==> src/rtl/pwm_seq_pkg.sv <==
// Constants, types and timing figures of the multiphase phase sequencer.
// Assumes one 100 MHz clock and a period given in clock cycles.
`default_nettype none

package pwm_seq_pkg;

  // ****************************************************************
  // Widths and sizes
  // ****************************************************************
  localparam int          NUM_PHASES   = 4;
  localparam int          PERIOD_W     = 16;
  localparam int          SENSE_W      = 12;

  // ****************************************************************
  // Timing
  // ****************************************************************
  localparam real         CLK_PERIOD_NS = 10.0;
  localparam logic [15:0] MIN_PERIOD    = 16'h0006;
  localparam logic [15:0] CNT_SAT       = 16'hFFFF;
  localparam logic [15:0] CNT_STEP      = 16'h0001;
  localparam logic [15:0] THIRD_DIV     = 16'h0003;
  localparam logic [15:0] SIXTH_DIV     = 16'h0006;
  localparam int          QUARTER_SHIFT = 2;
  localparam int          HALF_SHIFT    = 1;

  // ****************************************************************
  // Reset values
  // ****************************************************************
  localparam logic [15:0]        PERIOD_RST = 16'h0000;
  localparam logic [SENSE_W-1:0] SAMPLE_RST = 12'h000;

  // ****************************************************************
  // Channel count modes and sequencer states
  // ****************************************************************
  typedef enum logic [2:0]
  {
    MODE_2CH = 3'b001,
    MODE_3CH = 3'b010,
    MODE_4CH = 3'b100
  } mode_t;

  typedef enum logic [1:0]
  {
    ST_CAPTURE = 2'b01,
    ST_RUN     = 2'b10
  } seq_state_t;

  localparam logic [3:0] MASK_2CH = 4'h3;
  localparam logic [3:0] MASK_3CH = 4'h7;
  localparam logic [3:0] MASK_4CH = 4'hF;

endpackage

`default_nettype wire

==> src/rtl/phase_channel.sv <==
// One phase channel: output level, forced off time, sample window, hold.
// Assumes a one-cycle termination pulse from the sequencer.
`timescale 1ns/1ps
`default_nettype none

module phase_channel
  import pwm_seq_pkg::*;
(
  input  wire logic               clk,
  input  wire logic               rstn,
  input  wire logic               enable,
  input  wire logic               term,
  input  wire logic               trip,
  input  wire logic [15:0]        third_cnt,
  input  wire logic [15:0]        sixth_cnt,
  input  wire logic [SENSE_W-1:0] sense,
  output logic                    out_level,
  output logic                    window,
  output logic [SENSE_W-1:0]      held
);

  // ****************************************************************
  // State
  // ****************************************************************
  typedef struct packed
  {
    logic               armed;
    logic               out;
    logic               win;
    logic [15:0]        cnt;
    logic [SENSE_W-1:0] smp;
    logic [SENSE_W-1:0] held;
  } ch_state_t;

  ch_state_t ch_reg;
  ch_state_t ch_next;
  logic      win_now;
  logic      off_done;

  // ****************************************************************
  // Next state
  // ****************************************************************
  always_comb
  begin
    ch_next  = ch_reg;
    off_done = (ch_reg.cnt >= third_cnt);
    win_now  = ch_reg.armed && !ch_reg.out && !term &&
               (ch_reg.cnt >= sixth_cnt) &&
               (16'(ch_reg.cnt - sixth_cnt) < third_cnt);
    if (!enable)
    begin
      ch_next = '0;
    end
    else
    begin
      if (ch_reg.cnt != CNT_SAT)
      begin
        ch_next.cnt = 16'(ch_reg.cnt + CNT_STEP);
      end
      if (term)
      begin
        ch_next.out   = 1'b0;
        ch_next.cnt   = '0;
        ch_next.armed = 1'b1;
      end
      else if (ch_reg.armed && !ch_reg.out && off_done && trip)
      begin
        ch_next.out = 1'b1;
      end
      ch_next.win = win_now;
      if (win_now)
      begin
        ch_next.smp = sense;
      end
      if (ch_reg.win && !win_now)
      begin
        ch_next.held = ch_reg.smp;
      end
    end
  end

  // ****************************************************************
  // Registers
  // ****************************************************************
  always_ff @(posedge clk or negedge rstn)
  begin
    if (!rstn)
    begin
      ch_reg <= '0;
    end
    else
    begin
      ch_reg <= ch_next;
    end
  end

  assign out_level = ch_reg.out;
  assign window    = ch_reg.win;
  assign held      = ch_reg.held;

endmodule

`default_nettype wire

==> src/rtl/multiphase_pwm_sequencer.sv <==
// Interleaved phase sequencer for a two to four phase buck controller.
// Assumes comparator and sense inputs synchronous to CLK and a period
// in clock cycles from the frequency select circuit.
`timescale 1ns/1ps
`default_nettype none

// Operation
// - Active phases are spaced evenly over one switching period.
// - With neither phase 3 nor 4 tied high, four channels run.
// - A termination clock drops each phase; a cycle spans two drops.
// - Termination period equals the configured switching period.
// - Four channels terminate 4, 3, 2, 1, a quarter period apart.
// - Phase 4 tied high, phase 3 not: three channels 3, 2, 1, a third apart.
// - Phase 3 tied high: two channels, phase 2 half after phase 1.
// - A fallen output stays low at least one third period.
// - After forced off time, comparator trip drives the output high.
// - A high output stays high until its next termination.
// - Sample window opens at one sixth, closes a third later or at rise.
// - Each sample is held for one full switching cycle.
// - Held samples go to balance, load line and overcurrent logic.
// - Unused channels have sensing, sampling and output disabled.
module multiphase_pwm_sequencer
  import pwm_seq_pkg::*;
(
  input  wire logic                           CLK,
  input  wire logic                           RSTN,
  input  wire logic [pwm_seq_pkg::PERIOD_W-1:0] PERIOD_CYCLES,
  input  wire logic [3:0]                     CMP_TRIP,
  input  wire logic [pwm_seq_pkg::SENSE_W-1:0]  CURRENT_SENSE_INPUT_1,
  input  wire logic [pwm_seq_pkg::SENSE_W-1:0]  CURRENT_SENSE_INPUT_2,
  input  wire logic [pwm_seq_pkg::SENSE_W-1:0]  CURRENT_SENSE_INPUT_3,
  input  wire logic [pwm_seq_pkg::SENSE_W-1:0]  CURRENT_SENSE_INPUT_4,
  input  wire logic                           PHASE_IN_3,
  input  wire logic                           PHASE_IN_4,
  output logic                                PHASE_OUT_1,
  output logic                                PHASE_OUT_2,
  output logic                                PHASE_OUT_3,
  output logic                                PHASE_OUT_4,
  output logic                                PHASE_OE_3,
  output logic                                PHASE_OE_4,
  output logic [3:0]                          CHANNEL_ACTIVE,
  output logic [3:0]                          SAMPLE_WINDOW,
  output logic [pwm_seq_pkg::SENSE_W-1:0]       SENSED_CHANNEL_CURRENT_1,
  output logic [pwm_seq_pkg::SENSE_W-1:0]       SENSED_CHANNEL_CURRENT_2,
  output logic [pwm_seq_pkg::SENSE_W-1:0]       SENSED_CHANNEL_CURRENT_3,
  output logic [pwm_seq_pkg::SENSE_W-1:0]       SENSED_CHANNEL_CURRENT_4
);

  import pwm_seq_pkg::*;

  // ****************************************************************
  // Decoding helpers
  // ****************************************************************
  function automatic logic [3:0] mode_mask(input mode_t m);
    logic [3:0] mask;
    begin
      mask = MASK_4CH;
      unique case (m)
        MODE_2CH:
        begin
          mask = MASK_2CH;
        end
        MODE_3CH:
        begin
          mask = MASK_3CH;
        end
        MODE_4CH:
        begin
          mask = MASK_4CH;
        end
        default:
        begin
          mask = MASK_4CH;
        end
      endcase
      mode_mask = mask;
    end
  endfunction

  // Termination point of channel ch (0 is phase 1) within the period
  function automatic logic [15:0] term_offset(input mode_t m,
                                              input int    ch,
                                              input logic [15:0] p);
    logic [15:0] q;
    logic [15:0] t;
    logic [15:0] h;
    logic [15:0] off;
    begin
      q   = p >> QUARTER_SHIFT;
      t   = p / THIRD_DIV;
      h   = p >> HALF_SHIFT;
      off = '0;
      unique case (m)
        MODE_4CH:
        begin
          // Order 4, 3, 2, 1 in quarter steps
          off = 16'(q * 16'(3 - ch));
        end
        MODE_3CH:
        begin
          // Order 3, 2, 1 in third steps
          off = (ch < 3) ? 16'(t * 16'(2 - ch)) : '0;
        end
        MODE_2CH:
        begin
          // Phase 2 half a period after phase 1
          off = (ch == 1) ? h : '0;
        end
        default:
        begin
          off = '0;
        end
      endcase
      term_offset = off;
    end
  endfunction

  // ****************************************************************
  // Sequencer state
  // ****************************************************************
  typedef struct packed
  {
    seq_state_t  state;
    mode_t       mode;
    logic [15:0] per;
    logic [15:0] cnt;
  } seq_t;

  seq_t        seq_reg;
  seq_t        seq_next;
  logic [15:0] per_clamped;
  logic [15:0] third_cnt;
  logic [15:0] sixth_cnt;
  logic [3:0]  active;
  logic [3:0]  term;
  logic [3:0]  ch_out;
  logic [3:0]  ch_win;
  logic [SENSE_W-1:0] sense_arr [NUM_PHASES];
  logic [SENSE_W-1:0] held_arr  [NUM_PHASES];

  assign per_clamped = (PERIOD_CYCLES < MIN_PERIOD) ? MIN_PERIOD
                                                    : PERIOD_CYCLES;
  assign third_cnt   = seq_reg.per / THIRD_DIV;
  assign sixth_cnt   = seq_reg.per / SIXTH_DIV;
  assign active      = (seq_reg.state == ST_RUN) ? mode_mask(seq_reg.mode)
                                                 : 4'h0;

  // ****************************************************************
  // Next state
  // ****************************************************************
  always_comb
  begin
    seq_next = seq_reg;
    unique case (seq_reg.state)
      ST_CAPTURE:
      begin
        // Straps sampled once at the first edge after reset release
        if (PHASE_IN_3)
        begin
          seq_next.mode = MODE_2CH;
        end
        else if (PHASE_IN_4)
        begin
          seq_next.mode = MODE_3CH;
        end
        else
        begin
          seq_next.mode = MODE_4CH;
        end
        seq_next.state = ST_RUN;
        seq_next.per   = per_clamped;
        seq_next.cnt   = '0;
      end
      ST_RUN:
      begin
        // Period counter; new period taken only at the wrap
        if (seq_reg.cnt >= 16'(seq_reg.per - CNT_STEP))
        begin
          seq_next.cnt = '0;
          seq_next.per = per_clamped;
        end
        else
        begin
          seq_next.cnt = 16'(seq_reg.cnt + CNT_STEP);
        end
      end
      default:
      begin
        seq_next.state = ST_CAPTURE;
      end
    endcase
  end

  // ****************************************************************
  // Registers
  // ****************************************************************
  always_ff @(posedge CLK or negedge RSTN)
  begin
    if (!RSTN)
    begin
      seq_reg.state <= ST_CAPTURE;
      seq_reg.mode  <= MODE_4CH;
      seq_reg.per   <= PERIOD_RST;
      seq_reg.cnt   <= '0;
    end
    else
    begin
      seq_reg <= seq_next;
    end
  end

  // ****************************************************************
  // Channels
  // ****************************************************************
  assign sense_arr[0] = CURRENT_SENSE_INPUT_1;
  assign sense_arr[1] = CURRENT_SENSE_INPUT_2;
  assign sense_arr[2] = CURRENT_SENSE_INPUT_3;
  assign sense_arr[3] = CURRENT_SENSE_INPUT_4;

  generate
    for (genvar g = 0; g < NUM_PHASES; g++)
    begin : g_ch
      // One pulse per period at this channel's spaced offset
      assign term[g] = active[g] &&
                       (seq_reg.cnt == term_offset(seq_reg.mode, g,
                                                   seq_reg.per));

      phase_channel u_ch
      (
        .clk       (CLK),
        .rstn      (RSTN),
        .enable    (active[g]),
        .term      (term[g]),
        .trip      (CMP_TRIP[g]),
        .third_cnt (third_cnt),
        .sixth_cnt (sixth_cnt),
        .sense     (sense_arr[g]),
        .out_level (ch_out[g]),
        .window    (ch_win[g]),
        .held      (held_arr[g])
      );
    end
  endgenerate

  // ****************************************************************
  // Outputs
  // ****************************************************************
  assign PHASE_OUT_1              = ch_out[0];
  assign PHASE_OUT_2              = ch_out[1];
  assign PHASE_OUT_3              = ch_out[2];
  assign PHASE_OUT_4              = ch_out[3];
  assign PHASE_OE_3               = active[2];
  assign PHASE_OE_4               = active[3];
  assign CHANNEL_ACTIVE           = active;
  assign SAMPLE_WINDOW            = ch_win;
  assign SENSED_CHANNEL_CURRENT_1 = held_arr[0];
  assign SENSED_CHANNEL_CURRENT_2 = held_arr[1];
  assign SENSED_CHANNEL_CURRENT_3 = held_arr[2];
  assign SENSED_CHANNEL_CURRENT_4 = held_arr[3];

endmodule

`default_nettype wire

==> config.mk <==
export PLATFORM = sky130hd
export DESIGN_NAME = multiphase_pwm_sequencer
export DESIGN_NICKNAME = d
export VERILOG_FILES = /design/src/rtl/pwm_seq_pkg.sv /design/src/rtl/phase_channel.sv /design/src/rtl/multiphase_pwm_sequencer.sv
export SDC_FILE = /design/constraint.sdc
export NUM_CORES = 1
export LEC_CHECK = 0
export ABC_CLOCK_PERIOD_IN_PS = 26500
export BUFFER_PORTS_ARGS = -buffer_cell sky130_fd_sc_hd__buf_2
export CELL_PAD_IN_SITES_DETAIL_PLACEMENT = 1
export CELL_PAD_IN_SITES_GLOBAL_PLACEMENT = 1
export CORE_MARGIN = 10
export CORE_UTILIZATION = 52
export CTS_BUF_LIST = sky130_fd_sc_hd__clkbuf_4
export DETAILED_ROUTE_END_ITERATION = 10
export GPL_ROUTABILITY_DRIVEN = 0
export PLACE_DENSITY = 0.95
export SLEW_MARGIN = 25
export SYNTH_ARGS = -nofsm -noshare
export SYNTH_HDL_FRONTEND = slang
export SYNTH_HIERARCHICAL = 1
export SYNTH_SLANG_ARGS = --single-unit
==> constraint.sdc <==
create_clock -name CLK -period 26.5 [get_ports CLK]
set_input_delay 1.325 -clock CLK [delete_from_list [all_inputs] [get_ports CLK]]
set_output_delay 1.325 -clock CLK [all_outputs]
set_load 0.1 [all_outputs]
# [Word level (Yosys, flattened, before mapping)]
# Index checks and enable logic that the tools add are counted.
[totals] reg_bits=209 word_cells=179
[classes] mux=44 multipliers=1 order_cmp=14 eq_ne=33 div=2 reduce_logical=47 addsub=10
[ops] op="16-bit 2-to-1 mux" n=11
[ops] op="43-bit 2-to-1 mux" n=4
[ops] op="16-bit greater-or-equal comparator" n=9
[ops] op="12-bit 2-to-1 mux" n=8
[ops] op="16-bit by 1-bit adder with 16-bit output, second input constant" n=5
[ops] op="16-bit less-than comparator" n=4
[ops] op="16-bit inequality test, second input constant" n=4
[ops] op="32-bit case mux with 2 select lines" n=1
[ops] op="16-bit subtractor" n=4
[ops] op="16-bit equality test" n=3
[ops] op="16-bit case mux with 3 select lines" n=1
[ops] op="1-bit logical AND" n=32
[ops] op="16-bit case mux with 2 select lines" n=1
[ops] op="2-bit by 1-bit inequality test with 1-bit output, second input constant" n=13
[ops] op="3-bit by 1-bit inequality test with 1-bit output, second input constant" n=8
[ops] op="16-bit by 2-bit divider with 16-bit output, second input constant" n=1
[ops] op="16-bit by 3-bit divider with 16-bit output, second input constant" n=1
[ops] op="16-bit logical NOT" n=1
[ops] op="16-bit by 3-bit less-than comparator with 1-bit output, second input constant" n=1
[ops] op="14-bit by 2-bit multiplier with 16-bit output, second input constant" n=1
[ops] op="16-bit by 1-bit subtractor with 16-bit output, second input constant" n=1
[ops] op="14-bit 2-to-1 mux" n=1
[ops] op="1-bit logical NOT" n=12
[ops] op="1-bit 2-to-1 mux" n=12
[ops] op="11 further kinds" n=12

# [Longest topological paths before layout]
# Gate-level depths: netlist of the first run.
[depth] ltp_word=12 depth_mapped=57 depth_no_buf=50

# [Hierarchy]
# Netlist of the first run, hierarchy kept.
[by_module_without_submodules] module="multiphase_pwm_sequencer" instances=1 area_each_um2=11033.1 cells_per_inst=1625
[by_module_without_submodules] module="phase_channel at g_ch[0].u_ch ..." instances=3 area_each_um2=3510.9 cells_per_inst=408
[by_module_without_submodules] module="phase_channel at g_ch[3].u_ch" instances=1 area_each_um2=3508.4 cells_per_inst=408

# [Worst setup path after synthesis of the first run]
# OpenSTA, ideal clock, no wires.
[synth_timing] path_kind="register -> register" from="register seq_reg[19] (netlist bit)" to="register g_ch[0].u_ch/ch_reg[13] (netlist bit)" arrival_ps=12647 n_path_buf=6 path_slack_ps=13729 stages_incl_launch_ff=55 required_ps=26376 cell_sequence="dfrtp_1 -> clkbuf_1 -> buf_1 -> clkinv_1 -> ha_1 -> nor2b_1 -> o21ai_2 -> a31oi_1 -> o21a_1 -> buf_2 -> nor3_1 -> nor4_1 -> a211oi_1 -> a31oi_1 -> o211ai_1 -> o311ai_0 -> o21ai_0 -> a221oi_1 -> (+19 left out) -> a2111o_1 -> ha_1 -> fa_1 -> nand2b_1 -> a21oi_1 -> a21o_1 -> a21o_1 -> a21oi_1 -> a31oi_1 -> xor2_1 -> ha_1 -> nor2b_1 -> o21ai_0 -> nand2_1 -> or3_1 -> buf_2 -> buf_6 -> mux2i_1"
[synth_lines] element="start, declared" line_no="multiphase_pwm_sequencer.sv:129" rtl="seq_t seq_reg;"
[synth_lines] element="start signal, assigned" line_no="multiphase_pwm_sequencer.sv:208" rtl="seq_reg <= seq_next;"
[synth_lines] element="16-bit by 3-bit divider with 16-bit output *" line_no="multiphase_pwm_sequencer.sv:144" rtl="assign sixth_cnt = seq_reg.per / SIXTH_DIV;"
[synth_lines] element="net sixth_cnt[7]" line_no="multiphase_pwm_sequencer.sv:133" rtl="logic [15:0] sixth_cnt;"
[synth_lines] element="16-bit subtractor / 16-bit greater-or-equal comparator (equally long branches)" line_no="phase_channel.sv:49, phase_channel.sv:48"
[synth_lines] element="16-bit less-than comparator / 1-bit logical AND (equally long branches)" line_no="phase_channel.sv:49, phase_channel.sv:47"
[synth_lines] element="1-bit logical AND *" line_no="phase_channel.sv:48" rtl="(ch_reg.cnt >= sixth_cnt) &&"
[synth_lines] element="2-bit by 1-bit inequality test with 1-bit output (no source line) *"
[synth_lines] element="end signal, assigned" line_no="phase_channel.sv:93" rtl="ch_reg <= ch_next;"
[synth_lines] element="end, declared" line_no="phase_channel.sv:35" rtl="ch_state_t ch_reg;"
# Mark *: on every way through the listed nets, which the timed path passes. The rest lies on a longest branch.
# A chain may end at the register's enable or synchronous reset.

# [Final worst setup path of the first run]
[layout_timing] from="register seq_reg[19] (netlist bit)" to="register g_ch[0].u_ch/ch_reg[17] (netlist bit)"
# Same word-level chain as after synthesis.

==> results of run 1 <==
layer usage:
metal  track usage, %  vias to the layer above  wire length (um)
met2             53.9                     1262             45000
met5                0                        -                25
met4             18.9                        4              5860
met3             6.10                      432              7320
met1             35.7                    12997             35700
li1                 -                    11840                 -
how the worst max path moves through the flow:
stage | cells past startpoint | slack (ps) | to | start
2_1_floorplan | 54 | 13730 | g_ch[0].u_ch/ch_reg[13]$_DFFE_PN0P_ | seq_reg[19]$_DFFE_PN0P_
3_3_place_gp | 47 | 10020 | g_ch[0].u_ch/ch_reg[20]$_DFFE_PN0P_ | seq_reg[19]$_DFFE_PN0P_
3_5_place_dp | 48 | 9210 | g_ch[0].u_ch/ch_reg[17]$_DFFE_PN0P_ | seq_reg[19]$_DFFE_PN0P_
4_1_cts | 48 | 9110 | g_ch[0].u_ch/ch_reg[17]$_DFFE_PN0P_ | seq_reg[19]$_DFFE_PN0P_
5_1_grt | 48 | 7730 | g_ch[0].u_ch/ch_reg[17]$_DFFE_PN0P_ | seq_reg[19]$_DFFE_PN0P_
6_report | 47 | 8540 | g_ch[0].u_ch/ch_reg[17]$_DFFE_PN0P_ | seq_reg[19]$_DFFE_PN0P_
worst register-to-register path, delay by kind of cell (launching register included):
kind	cells	cell delay [ps]
AOI/OAI and AO/OA	17	5620
xor gates and xnor gates	1	190
and+or+nand+nor	19	7340
DFF	1	320
adders and majority gates	3	1000
muxes	2	1010
buffers and inverters	5	2300
synthesized netlist by cell type (18+ instances only):
master,instances
o31ai_1,28
nand3_1,93
and2_1,18
o21ai_1,69
nor2b_1,24
nand2b_1,35
mux2i_1,115
buf_4,58
buf_2,21
nor4_1,22
a211oi_1,57
a31oi_1,31
nor2_1,261
clkbuf_1,85
o21ai_0,158
o21a_1,27
nor3_1,75
o22ai_1,22
a21oi_1,225
inv_1,200
xor2_1,65
a21o_1,67
ha_1,251
and3_1,32
a22oi_1,22
dfrtp_1,207
o211ai_1,27
nand4_1,62
or3_1,43
nand2_1,391
xnor2_1,153
per-stage QoR:
step	area, sq um	setup WS (ps)
2_1_floorplan	25100	13730
3_3_place_gp	25800	10020
3_5_place_dp	25800	9210
4_1_cts	26600	9110
5_1_grt	26600	7730
6_report	26600	8540
final cells by class:
cell class                 count  area [sq um]
fill                        6009         21100
multi-input combinational   2668         18200
sequential                   209          5230
timing repair buffer         160           878
inverter                     214           803
tap                          615           769
clock buffer                  88           661
clock inverter                13          56.3
antenna                        3          7.51
cell families (layout without fill, tap and decap cells):
| group | Yosys count | after routing | share of synthesized area (%) |
|---|---|---|---|
| simple gates | 1137 | 1137 | 21.9 |
| xor+xnor | 223 | 223 | 7.96 |
| flops | 209 | 209 | 20.9 |
| buf+inv | 391 | 475 | 7.04 |
| compound gates | 918 | 918 | 24.3 |
| other cells | 1 | 15 | 0.0150 |
| mux | 122 | 122 | 4.95 |
| fa+ha+maj | 256 | 256 | 12.9 |
power groups by stage:
| stage | combinational, mW | sequential (mW) | clock (mW) |
|---|---|---|---|
| after floorplan | 0.758 | 0.371 | 0 |
| after global placement | 0.936 | 0.399 | 0 |
| after detailed placement | 1.01 | 0.403 | 0 |
| after CTS | 1.03 | 0.398 | 0.312 |
| after global routing | 1.15 | 0.403 | 0.328 |
| final | 1.06 | 0.402 | 0.306 |
==> summary.md, run 1 <==
| Metric | Value |
|---|---|
| Sequential Power Share | 22.7% |
| Required arrival time at the worst endpoint | 27,180 ps |
| Drt first-iter violations | about 2,500 |
| Number of design rule violations left after detail routing | 0 |
| Maximum root-to-sink buffer count | 3 |
| Antenna-violating nets left | 0 |
| Clock Power Share | ~17% |
| Register-to-register setup slack | 8540 ps |
| Endpoint type of the worst setup path | flop |
| Average size of a mapped cell | 7.70 sq um |
| Yosys top cell area share | 20.7% |
| Internal power | 863 uW |
| Leakage power | 13.4 nW |
| Number of antenna violations at the first check in global routing | 4 |
| Max-cap violations | 0 |
| Count of buffering cells on the critical path with inverters included | 5 |
| Power per Cell Area | around 66 nW/um^2 |
| Fraction of final layout cells with drive strength greater than 1 | a little over a tenth |
| Async set or reset register ratio after synthesis | 100% |
| Later-pin clock latency in the skew report | ~890 ps |
| All-layer global routing usage | a little under a third |
| Clock skew | 111 ps |
| Dpl hpwl | 71.3 mm |
| Reg-to-Reg Start | seq_reg[19]$_DFFE_PN0P_ |
| Crit path DAT | between 15,000 and 20,000 ps |
| Via count | between 20,000 and 30,000 |
| CTS tree | done |
| Post-CTS setup-driven buffer insertion count | 0 |
| Standard cell core area | 47,700 sq um |
| Path type of the worst setup path | reg -> reg |
| Cell accounting for the most synthesized area | dfrtp_1 |
| Total wirelength of the detailed-routed design | 93.9 mm |
| Tmin final | 17,960 ps |
| Upper clock frequency limit | 55.7 MHz |
| Detailed-route wire length per cell | 23.7 um |
| Crit share post-route | 67.8% |
| Dominant delay contributor by cell family on the critical path | simple AND/OR/NAND/NOR gates |
| Share of the yosys chip area belonging to registers | between 20% and 30% |
| Final cell count without fillers | between 3,000 and 4,000 |
| I/O pin count | between 100 and 150 |
| Setup TNS | 0 ps |
| Synth warn | 6 |
| Combinational fraction of design power | 60.0% |
| Slew of the pin with the lowest slew margin | 1050 ps |
| Post-Route Hold Slack | slightly below 500 ps |
| Final count of pins violating max slew | 0 |
| Peak ir drop on the vdd network | between 0.03 and 0.04 mV |
| Cell count after placement | 3,866 |
| RSZ-0062 raised after global routing | false |
| Switching power of the nets | a little over 900 uW |
| Wire length of the first global-routing pass | 147 mm |
| Vias in the first global route | 27,903 |
| Critical-path top delay cell | nor2_1 |
| Worst Hold Class | in -> async |
| Clock-pin slew on the worst setup and hold paths | ~80 ps |
| Largest net degree at the start of global routing | 85 |
| Number of search-and-repair iterations in the first detailed-routing pass | 5 |
| Leading cell type in the layout, fill and taps excluded | nand2_1 |
| Maximum cell stage delay along the critical path | 860 ps |
| Highest-count cells in the layout ignoring fill and taps | nand2_1, nor2_1, ha_1 |
| Overflow left after global routing | 0 |
| Total die area | 57,400 sq um |
| Post-detailed-route via-to-cell ratio | 6.68 |
| Maximum level of the CTS H-tree | 2 |
| Count of cell types in the netlist | 118 |
| Synthesized flop and latch total | between 200 and 250 |
| Cells on worst reg2reg path | 47 |
| Layout net count | 3,640 |
| Relative slew slack | between 20% and 30% |
| Top FF cell, synth | dfrtp_1 |
| TritonCTS Buffers | 59 |
| Clock Sink Count | about 210 |
| Layout overhead on the synthesized area | 6.27% |
| Count of final hold-check violations | 0 |
| Cell at the root of the clock tree | clkbuf_4 |
| Maximum fanout count along the critical path | 30 |
| DIE HEIGHT | roughly 240 um |
| Post-synthesis instance area | 25,100 sq um |
| Post-CTS sizing | 0 |
| Number of flip-flops in the largest register | 116 |
| Reg-to-Reg End | g_ch[0].u_ch/ch_reg[17]$_DFFE_PN0P_ |
| Std cell rows | 80 |
| Critical path startpoint category | flop |
| Number of synthesized flops with an enable pin | 0 |
| Port-buffer cells | 133 |
| Final standard cell utilization of the core | 55.8% |
| Width of the die | 240 um |
| Final setup violation count | 0 |
| Net Sw Frac | 51.2% |
| Post-synthesis cell count | 3,257 |
| Hold-fix buffers at CTS | 0 |
| Effective utilization at floorplan | roughly 53% |
| Top area cells in the synthesized netlist | dfrtp_1, ha_1, nand2_1 |
| Total design power | 1.77 mW |
| Status | finished, final reports clean |
Note: power is estimated with default switching activity, not from simulation.
==> inputs of run 2 (changes only) <==
--- a/config.mk
+++ b/config.mk
@@ -5,16 +5,17 @@
 export SDC_FILE = /design/constraint.sdc
 export NUM_CORES = 1
 export LEC_CHECK = 0
-export ABC_CLOCK_PERIOD_IN_PS = 26500
+export ABC_AREA = 1
+export ABC_CLOCK_PERIOD_IN_PS = 17600
 export BUFFER_PORTS_ARGS = -buffer_cell sky130_fd_sc_hd__buf_2
 export CELL_PAD_IN_SITES_DETAIL_PLACEMENT = 1
 export CELL_PAD_IN_SITES_GLOBAL_PLACEMENT = 1
 export CORE_MARGIN = 10
-export CORE_UTILIZATION = 52
+export CORE_UTILIZATION = 46
 export CTS_BUF_LIST = sky130_fd_sc_hd__clkbuf_4
 export DETAILED_ROUTE_END_ITERATION = 10
 export GPL_ROUTABILITY_DRIVEN = 0
-export PLACE_DENSITY = 0.95
+export PLACE_DENSITY = 0.89
 export SLEW_MARGIN = 25
 export SYNTH_ARGS = -nofsm -noshare
 export SYNTH_HDL_FRONTEND = slang
==> constraint.sdc (replaced) <==
create_clock -name CLK -period 17.6 [get_ports CLK]
set_input_delay 0.88 -clock CLK [delete_from_list [all_inputs] [get_ports CLK]]
set_output_delay 0.88 -clock CLK [all_outputs]
set_load 0.1 [all_outputs]
==> run 2 against run 1 <==
Register-to-register slack got worse by 7300 ps. Die area rose by 14%. Clock power rose by 52%. Critical path depth rose by 36. Via count rose by 2.6%. Largest cell class unchanged. Highest routed layer is now met4.
==> summary.md, run 2 <==
| Metric | Value |
|---|---|
| Status | finished, final reports clean (unchanged) |
| Peak ir drop on the vdd network | 0.0673 mV (was 0.0339 mV) |
| Total wirelength of the detailed-routed design | 89.9 mm (was 93.9 mm) |
| Overflow left after global routing | 0 (unchanged) |
| Synthesized flop and latch total | 209 (unchanged) |
| Leakage power | 15.7 nW (was 13.4 nW) |
| Cell repeated most along the worst path | nand2_1 |
| Final count of pins violating max slew | 0 (unchanged) |
| Via count | 27,228 (was 26,535) |
| Register-to-register setup slack | 1250 ps (was 8540 ps) |
| Layout overhead on the synthesized area | 6.79% (was 6.27%) |
| Area after DPL | 26,500 sq um (was 25,800 sq um) |
| Reg-to-Reg Start | seq_reg[19]$_DFFE_PN0P_ (unchanged) |
| Synth warn | 6 (unchanged) |
| Detailed-route wire length per cell | 18.5 um (was 23.7 um) |
| Sequential Power Share | 17.1% (was 22.7%) |
| Number of flip-flops in the largest register | 116 (unchanged) |
| Final setup violation count | 0 (unchanged) |
| Relative slew slack | 34.0% (was 29.7%) |
| Maximum fanout count along the critical path | 27 (was 30) |
| Worst Hold Class | in -> async (unchanged) |
| Width of the die | 256 um (was 240 um) |
| DIE HEIGHT | 256 um (was 240 um) |
| Number of search-and-repair iterations in the first detailed-routing pass | 5 (unchanged) |
| Power per Cell Area | 126 nW/um^2 (was 66.4 nW/um^2) |
| Max-cap violations | 0 (unchanged) |
| All-layer global routing usage | 26.7% (was 31.5%) |
| Switching power of the nets | 1.95 mW (was 906 uW) |
| Post-Route Hold Slack | 73.2 ps (was 485 ps) |
| Top FF cell, synth | dfrtp_1 (unchanged) |
| Largest net degree at the start of global routing | 78 (was 85) |
| Upper clock frequency limit | 61.2 MHz (was 55.7 MHz) |
| Setup TNS | 0 ps (unchanged) |
| Post-CTS setup-driven buffer insertion count | 0 (unchanged) |
| Maximum level of the CTS H-tree | 2 (unchanged) |
| Total design power | 3.44 mW (was 1.77 mW) |
| Post-detailed-route via-to-cell ratio | 5.61 (was 6.68) |
| CTS tree | done (unchanged) |
| Net Sw Frac | 56.8% (was 51.2%) |
| Clock-pin slew on the worst setup and hold paths | 70 ps (was 80 ps) |
| Critical path startpoint category | flop (unchanged) |
| Maximum cell stage delay along the critical path | 610 ps (was 860 ps) |
| Vias in the first global route | 27,566 (was 27,903) |
| I/O pin count | 134 (unchanged) |
| Internal power | 1.48 mW (was 863 uW) |
| Port-buffer cells | 133 (unchanged) |
| Maximum root-to-sink buffer count | 3 (unchanged) |
| Wire length of the first global-routing pass | 145 mm (was 147 mm) |
| Hold-fix buffers at CTS | 0 (unchanged) |
| Average size of a mapped cell | 6.45 sq um (was 7.70 sq um) |
| Required arrival time at the worst endpoint | 18,280 ps (was 27,180 ps) |
| Top area cells in the synthesized netlist | dfrtp_1, nand2_1, ha_1 (was dfrtp_1, ha_1, nand2_1) |
| TritonCTS Buffers | 59 (unchanged) |
| Post-synthesis instance area | 25,600 sq um (was 25,100 sq um) |
| Clock Sink Count | 209 (unchanged) |
| Synth cell count leaders | nand2_1, inv_1, nand3_1 (was nand2_1, nor2_1, ha_1) |
| Count of cell types in the netlist | 74 (was 118) |
| Standard cell core area | 55,100 sq um (was 47,700 sq um) |
| Yosys top cell area share | 20.3% (was 20.7%) |
| Endpoint type of the worst setup path | flop (unchanged) |
| Share of the yosys chip area belonging to registers | 20.5% (was 20.9%) |
| Effective utilization at floorplan | 46.4% (was 52.5%) |
| Number of synthesized flops with an enable pin | 0 (unchanged) |
| Highest-count cells in the layout ignoring fill and taps | nand2_1, inv_1, nand3_1 (was nand2_1, nor2_1, ha_1) |
| Post-synthesis cell count | 3,964 (was 3,257) |
| Path type of the worst setup path | reg -> reg (unchanged) |
| Count of final hold-check violations | 0 (unchanged) |
| Total die area | 65,400 sq um (was 57,400 sq um) |
| Number of design rule violations left after detail routing | 0 (unchanged) |
| Layout net count | 4,391 (was 3,640) |
| Tmin final | 16,350 ps (was 17,960 ps) |
| Clock skew | 19.6 ps (was 111 ps) |
| Number of antenna violations at the first check in global routing | 2 (was 4) |
| Combinational fraction of design power | 69.3% (was 60.0%) |
| Leading cell type in the layout, fill and taps excluded | nand2_1 (unchanged) |
| Reg-to-Reg End | g_ch[3].u_ch/held[7]$_DFFE_PN0P_ (was g_ch[0].u_ch/ch_reg[17]$_DFFE_PN0P_) |
| Cell accounting for the most synthesized area | dfrtp_1 (unchanged) |
| Most repeated cell in the gate-level netlist after synthesis | nand2_1 (unchanged) |
| Crit share post-route | 92.9% (was 67.8%) |
| Dpl hpwl | 72.6 mm (was 71.3 mm) |
| RSZ-0062 raised after global routing | false (unchanged) |
| Async set or reset register ratio after synthesis | 100% (unchanged) |
| Slew of the pin with the lowest slew margin | 980 ps (was 1050 ps) |
| Later-pin clock latency in the skew report | 790 ps (was 890 ps) |
| Critical-path top delay cell | dfrtp_2 (was nor2_1) |
| Std cell rows | 86 (was 80) |
| Cells on worst reg2reg path | 83 (was 47) |
| Fraction of final layout cells with drive strength greater than 1 | 12.4% (was 10.9%) |
| Drt first-iter violations | 1,677 (was 2,500) |
| Crit path DAT | 17,020 ps (was 18,640 ps) |
| Antenna-violating nets left | 0 (unchanged) |
| Cell at the root of the clock tree | clkbuf_4 (unchanged) |
| Clock Power Share | 13.5% (was 17.3%) |
| Final instance area | 27,300 sq um (was 26,600 sq um) |
==> run 2: cell count changes after synthesis, moves of 62 or more <==
cell / before / now
a21o_1: 67 / 5
nand3_1: 93 / 372
nand4_1: 62 / 150
nand2_2: 0 / 82
nand2_1: 391 / 1037
xnor2_1: 153 / 26
mux2i_1: 115 / 1
inv_1: 200 / 555
==> run 2: layout make-up <==
type | count | area (sq um)
diodes | 1 | 2.50
clock buffers | 83 | 623
clock inverters | 16 | 123
fillers | 7750 | 27800
inverters | 603 | 2290
multi-input cells | 3047 | 17300
flip-flops and latches | 209 | 5230
well taps | 748 | 936
repair buffers | 143 | 754
==> run 2: logic make-up after synthesis <==
| group | Yosys count | share of synthesized area (%) |
|---|---|---|
| simple gates | 2163 | 39.9 |
| buf+inv | 719 | 12.0 |
| compound gates | 512 | 11.3 |
| fa+ha+maj | 256 | 12.7 |
| flops | 209 | 20.5 |
| xor+xnor | 103 | 3.53 |
| other cells | 1 | 0.0147 |
| mux | 1 | 0.0392 |
==> run 2: routing by layer <==
metal  share of wire [%]  vias to the layer above  track usage (%)
met2                  47                      652             45.6
li1                    -                    13195                -
met1                  44                    13216             33.9
met5                   0                        -                0
met3                 5.0                      165             3.35
met4                 3.6                        0             10.0
==> run 2: critical path: cells and delay by family (launching register included) <==
family                     cells  cell delay, ps
buffers and inverters          9            1050
and+or+nand+nor               62           11210
DFF                            1             610
AOI/OAI and AO/OA              8            1800
adders and majority gates      4            1460
==> run 2: power groups by stage <==
stage               sequential, mW  clock (mW)  combinational (mW)
global placement             0.594           0                2.26
CTS                          0.586       0.478                2.35
detailed placement           0.595           0                2.33
finish                       0.588       0.466                2.38
global route                 0.594       0.507                2.68
floorplan                    0.563           0                1.79
==> run 2: repair_timing <==
action,in CTS,in global routing
hold endpoints to repair,0,0
resized for setup,0,4
setup endpoints to repair,0,100
==> run 2: through the flow <==
step                setup slack [ps]  instances  utilization [%]
floorplan                       6310       3975                -
global placement                1350       4750             48.1
detailed placement               902       4750             48.1
CTS                              813       4849             49.5
global route                     217       4850             49.5
finish                          1250       4850             49.5
==> run 2: how the worst max path moves through the flow <==
stage                                  startpoint                                end  slack [ps]  cells past startpoint
final                     seq_reg[19]$_DFFE_PN0P_   g_ch[3].u_ch/held[7]$_DFFE_PN0P_        1250                     83
after global routing      seq_reg[19]$_DFFE_PN0P_   g_ch[2].u_ch/held[6]$_DFFE_PN0P_         220                     83
after CTS                 seq_reg[19]$_DFFE_PN0P_   g_ch[3].u_ch/held[4]$_DFFE_PN0P_         810                     81
after detailed placement  seq_reg[19]$_DFFE_PN0P_   g_ch[3].u_ch/held[8]$_DFFE_PN0P_         900                     81
after global placement    seq_reg[19]$_DFFE_PN0P_   g_ch[3].u_ch/held[5]$_DFFE_PN0P_        1350                     81
after floorplan           seq_reg[19]$_DFFE_PN0P_  g_ch[0].u_ch/held[10]$_DFFE_PN0P_        6310                     85
==> inputs of run 3 (changes only) <==
--- a/config.mk
+++ b/config.mk
@@ -11,11 +11,11 @@
 export CELL_PAD_IN_SITES_DETAIL_PLACEMENT = 1
 export CELL_PAD_IN_SITES_GLOBAL_PLACEMENT = 1
 export CORE_MARGIN = 10
-export CORE_UTILIZATION = 46
+export CORE_UTILIZATION = 40
 export CTS_BUF_LIST = sky130_fd_sc_hd__clkbuf_4
 export DETAILED_ROUTE_END_ITERATION = 10
 export GPL_ROUTABILITY_DRIVEN = 0
-export PLACE_DENSITY = 0.89
+export PLACE_DENSITY = 0.8
 export SLEW_MARGIN = 25
 export SYNTH_ARGS = -nofsm -noshare
 export SYNTH_HDL_FRONTEND = slang
==> run 3 against run 2 <==
Total power up 1.6%. Die area grew 14%. Critical endpoint is now g_ch[3].u_ch/held[6]$_DFFE_PN0P_. Sequential cell count unchanged. Non-clock buffer count unchanged. Largest cell class unchanged. Highest routed layer unchanged. Combinational power barely moved. Maximum frequency is 0.59% higher. Worst setup slack better by 96 ps.
==> summary.md, run 3 (synthesis results as in run 2) <==
| Metric | Value |
|---|---|
| Internal power | 1.51 mW (was 1.48 mW) |
| Via count | 26,852 (was 27,228) |
| Crit path DAT | 16,900 ps (was 17,020 ps) |
| Largest net degree at the start of global routing | 99 (was 78) |
| Clock-pin slew on the worst setup and hold paths | 60 ps (was 70 ps) |
| Standard cell core area | 63,200 sq um (was 55,100 sq um) |
| Sequential Power Share | 16.8% (was 17.1%) |
| Later-pin clock latency in the skew report | 800 ps (was 790 ps) |
| Peak ir drop on the vdd network | 0.0555 mV (was 0.0673 mV) |
| Slew of the pin with the lowest slew margin | 1010 ps (was 980 ps) |
| Overflow left after global routing | 0 (unchanged) |
| Maximum fanout count along the critical path | 27 (unchanged) |
| Cell repeated most along the worst path | nand2_1 (unchanged) |
| Width of the die | 273 um (was 256 um) |
| Status | finished, final reports clean (unchanged) |
| Upper clock frequency limit | 61.5 MHz (was 61.2 MHz) |
| Endpoint type of the worst setup path | flop (unchanged) |
| Power per Cell Area | 127 nW/um^2 (was 126 nW/um^2) |
| RSZ-0062 raised after global routing | false (unchanged) |
| Switching power of the nets | 1.98 mW (was 1.95 mW) |
| Fraction of final layout cells with drive strength greater than 1 | 12.8% (was 12.4%) |
| Register-to-register setup slack | 1350 ps (was 1250 ps) |
| CTS tree | done (unchanged) |
| Number of flip-flops in the largest register | 116 (unchanged) |
| Final standard cell utilization of the core | 43.5% (was 49.5%) |
| Layout overhead on the synthesized area | 7.68% (was 6.79%) |
| Path type of the worst setup path | reg -> reg (unchanged) |
| Max-cap violations | 0 (unchanged) |
| Critical-path top delay cell | dfrtp_2 (unchanged) |
| Critical path startpoint category | flop (unchanged) |
| Std cell rows | 92 (was 86) |
| Required arrival time at the worst endpoint | 18,250 ps (was 18,280 ps) |
| Clock Power Share | 14.8% (was 13.5%) |
| Clock skew | 41.5 ps (was 19.6 ps) |
| Crit share post-route | 92.3% (was 92.9%) |
| Worst Hold Class | in -> async (unchanged) |
| Maximum level of the CTS H-tree | 3 (was 2) |
| Effective utilization at floorplan | 40.4% (was 46.4%) |
| Maximum root-to-sink buffer count | 3 (unchanged) |
| Post-detailed-route via-to-cell ratio | 5.41 (was 5.61) |
| Setup TNS | 0 ps (unchanged) |
| All-layer global routing usage | 24.0% (was 26.7%) |
| Net Sw Frac | 56.8% (about the same) |
| Antenna-violating nets left | 0 (unchanged) |
| Vias in the first global route | 27,053 (was 27,566) |
| Total wirelength of the detailed-routed design | 91.3 mm (was 89.9 mm) |
| Cell at the root of the clock tree | clkbuf_4 (unchanged) |
| TritonCTS Buffers | 66 (was 59) |
| Leading cell type in the layout, fill and taps excluded | nand2_1 (unchanged) |
| Detailed-route wire length per cell | 18.4 um (was 18.5 um) |
| Combinational fraction of design power | 68.3% (was 69.3%) |
| Tmin final | 16,250 ps (was 16,350 ps) |
| Hold-fix buffers at CTS | 0 (unchanged) |
| Total design power | 3.49 mW (was 3.44 mW) |
| DIE HEIGHT | 273 um (was 256 um) |
| Cells on worst reg2reg path | 80 (was 83) |
| Number of antenna violations at the first check in global routing | 2 (unchanged) |
| Number of search-and-repair iterations in the first detailed-routing pass | 5 (unchanged) |
| Layout net count | 4,398 (was 4,391) |
| Maximum cell stage delay along the critical path | 590 ps (was 610 ps) |
| I/O pin count | 134 (unchanged) |
| Final setup violation count | 0 (unchanged) |
| Port-buffer cells | 133 (unchanged) |
| Drt first-iter violations | 1,482 (was 1,677) |
| Dpl hpwl | 74.1 mm (was 72.6 mm) |
| Relative slew slack | 31.7% (was 34.0%) |
| Clock Sink Count | 209 (unchanged) |
| Number of design rule violations left after detail routing | 0 (unchanged) |
| Wire length of the first global-routing pass | 146 mm (was 145 mm) |
| Final count of pins violating max slew | 0 (unchanged) |
| Leakage power | 15.8 nW (was 15.7 nW) |
| Highest-count cells in the layout ignoring fill and taps | nand2_1, inv_1, nand3_1 (unchanged) |
| Count of final hold-check violations | 0 (unchanged) |
| Total die area | 74,400 sq um (was 65,400 sq um) |
run 3: final timing paths:
path	startpoint	endpoint
worst max-delay path	seq_reg[19]$_DFFE_PN0P_	g_ch[3].u_ch/held[6]$_DFFE_PN0P_
worst min-delay path	RSTN	g_ch[2].u_ch/ch_reg[17]$_DFFE_PN0P_
worst max register to register	seq_reg[19]$_DFFE_PN0P_	g_ch[3].u_ch/held[6]$_DFFE_PN0P_
worst min register to register	g_ch[0].u_ch/held[9]$_DFFE_PN0P_	g_ch[0].u_ch/held[9]$_DFFE_PN0P_
max in group asynchronous	RSTN	g_ch[3].u_ch/ch_reg[17]$_DFFE_PN0P_
min in group CLK	PHASE_IN_4	seq_reg[34]$_DFFE_PN1P_
run 3: area by class of cell:
class | instances | area [sq um]
repair buffers | 143 | 751
fillers | 8611 | 35700
clock inverters | 19 | 114
flip-flops and latches | 209 | 5230
clock buffers | 98 | 736
multi-input cells | 3047 | 17300
diodes | 2 | 5.00
inverters | 603 | 2290
well taps | 846 | 1060
run 3: critical path: cells and delay by family, from the launching register on:
family,cells,cell delay [ps]
buffers and inverters,8,1000
adders and majority gates,4,1410
and+or+nand+nor,61,11390
DFF,1,590
AOI/OAI and AO/OA,7,1630
run 3: power by group through the flow:
stage	sequential [mW]	combinational, mW	clock, mW
after detailed placement	0.595	2.35	0
after global routing	0.594	2.70	0.564
after floorplan	0.563	1.79	0
final	0.588	2.39	0.518
after global placement	0.595	2.29	0
after CTS	0.587	2.36	0.534
run 3: metal layers:
layer	track usage, %	share of wire [%]
met5	0	0
met4	8.89	3.4
met3	3.31	4.0
met2	39.6	46
met1	31.5	46
run 3: through the flow:
step	std cells	worst slack (ps)	instance area [sq um]	hold slack (ps)
5_1_grt	4967	22.5	27500	123
2_1_floorplan	3975	6310	25600	470
4_1_cts	4965	769	27500	88.9
6_report	4967	1350	27500	122
3_5_place_dp	4848	860	26600	484
3_3_place_gp	4848	1210	26600	480
run 3: repair_timing:
action / 4_1_cts / 5_1_grt
buffers inserted: 0 / 0
setup endpoints to repair: 0 / 100
gates resized for setup: 0 / 4
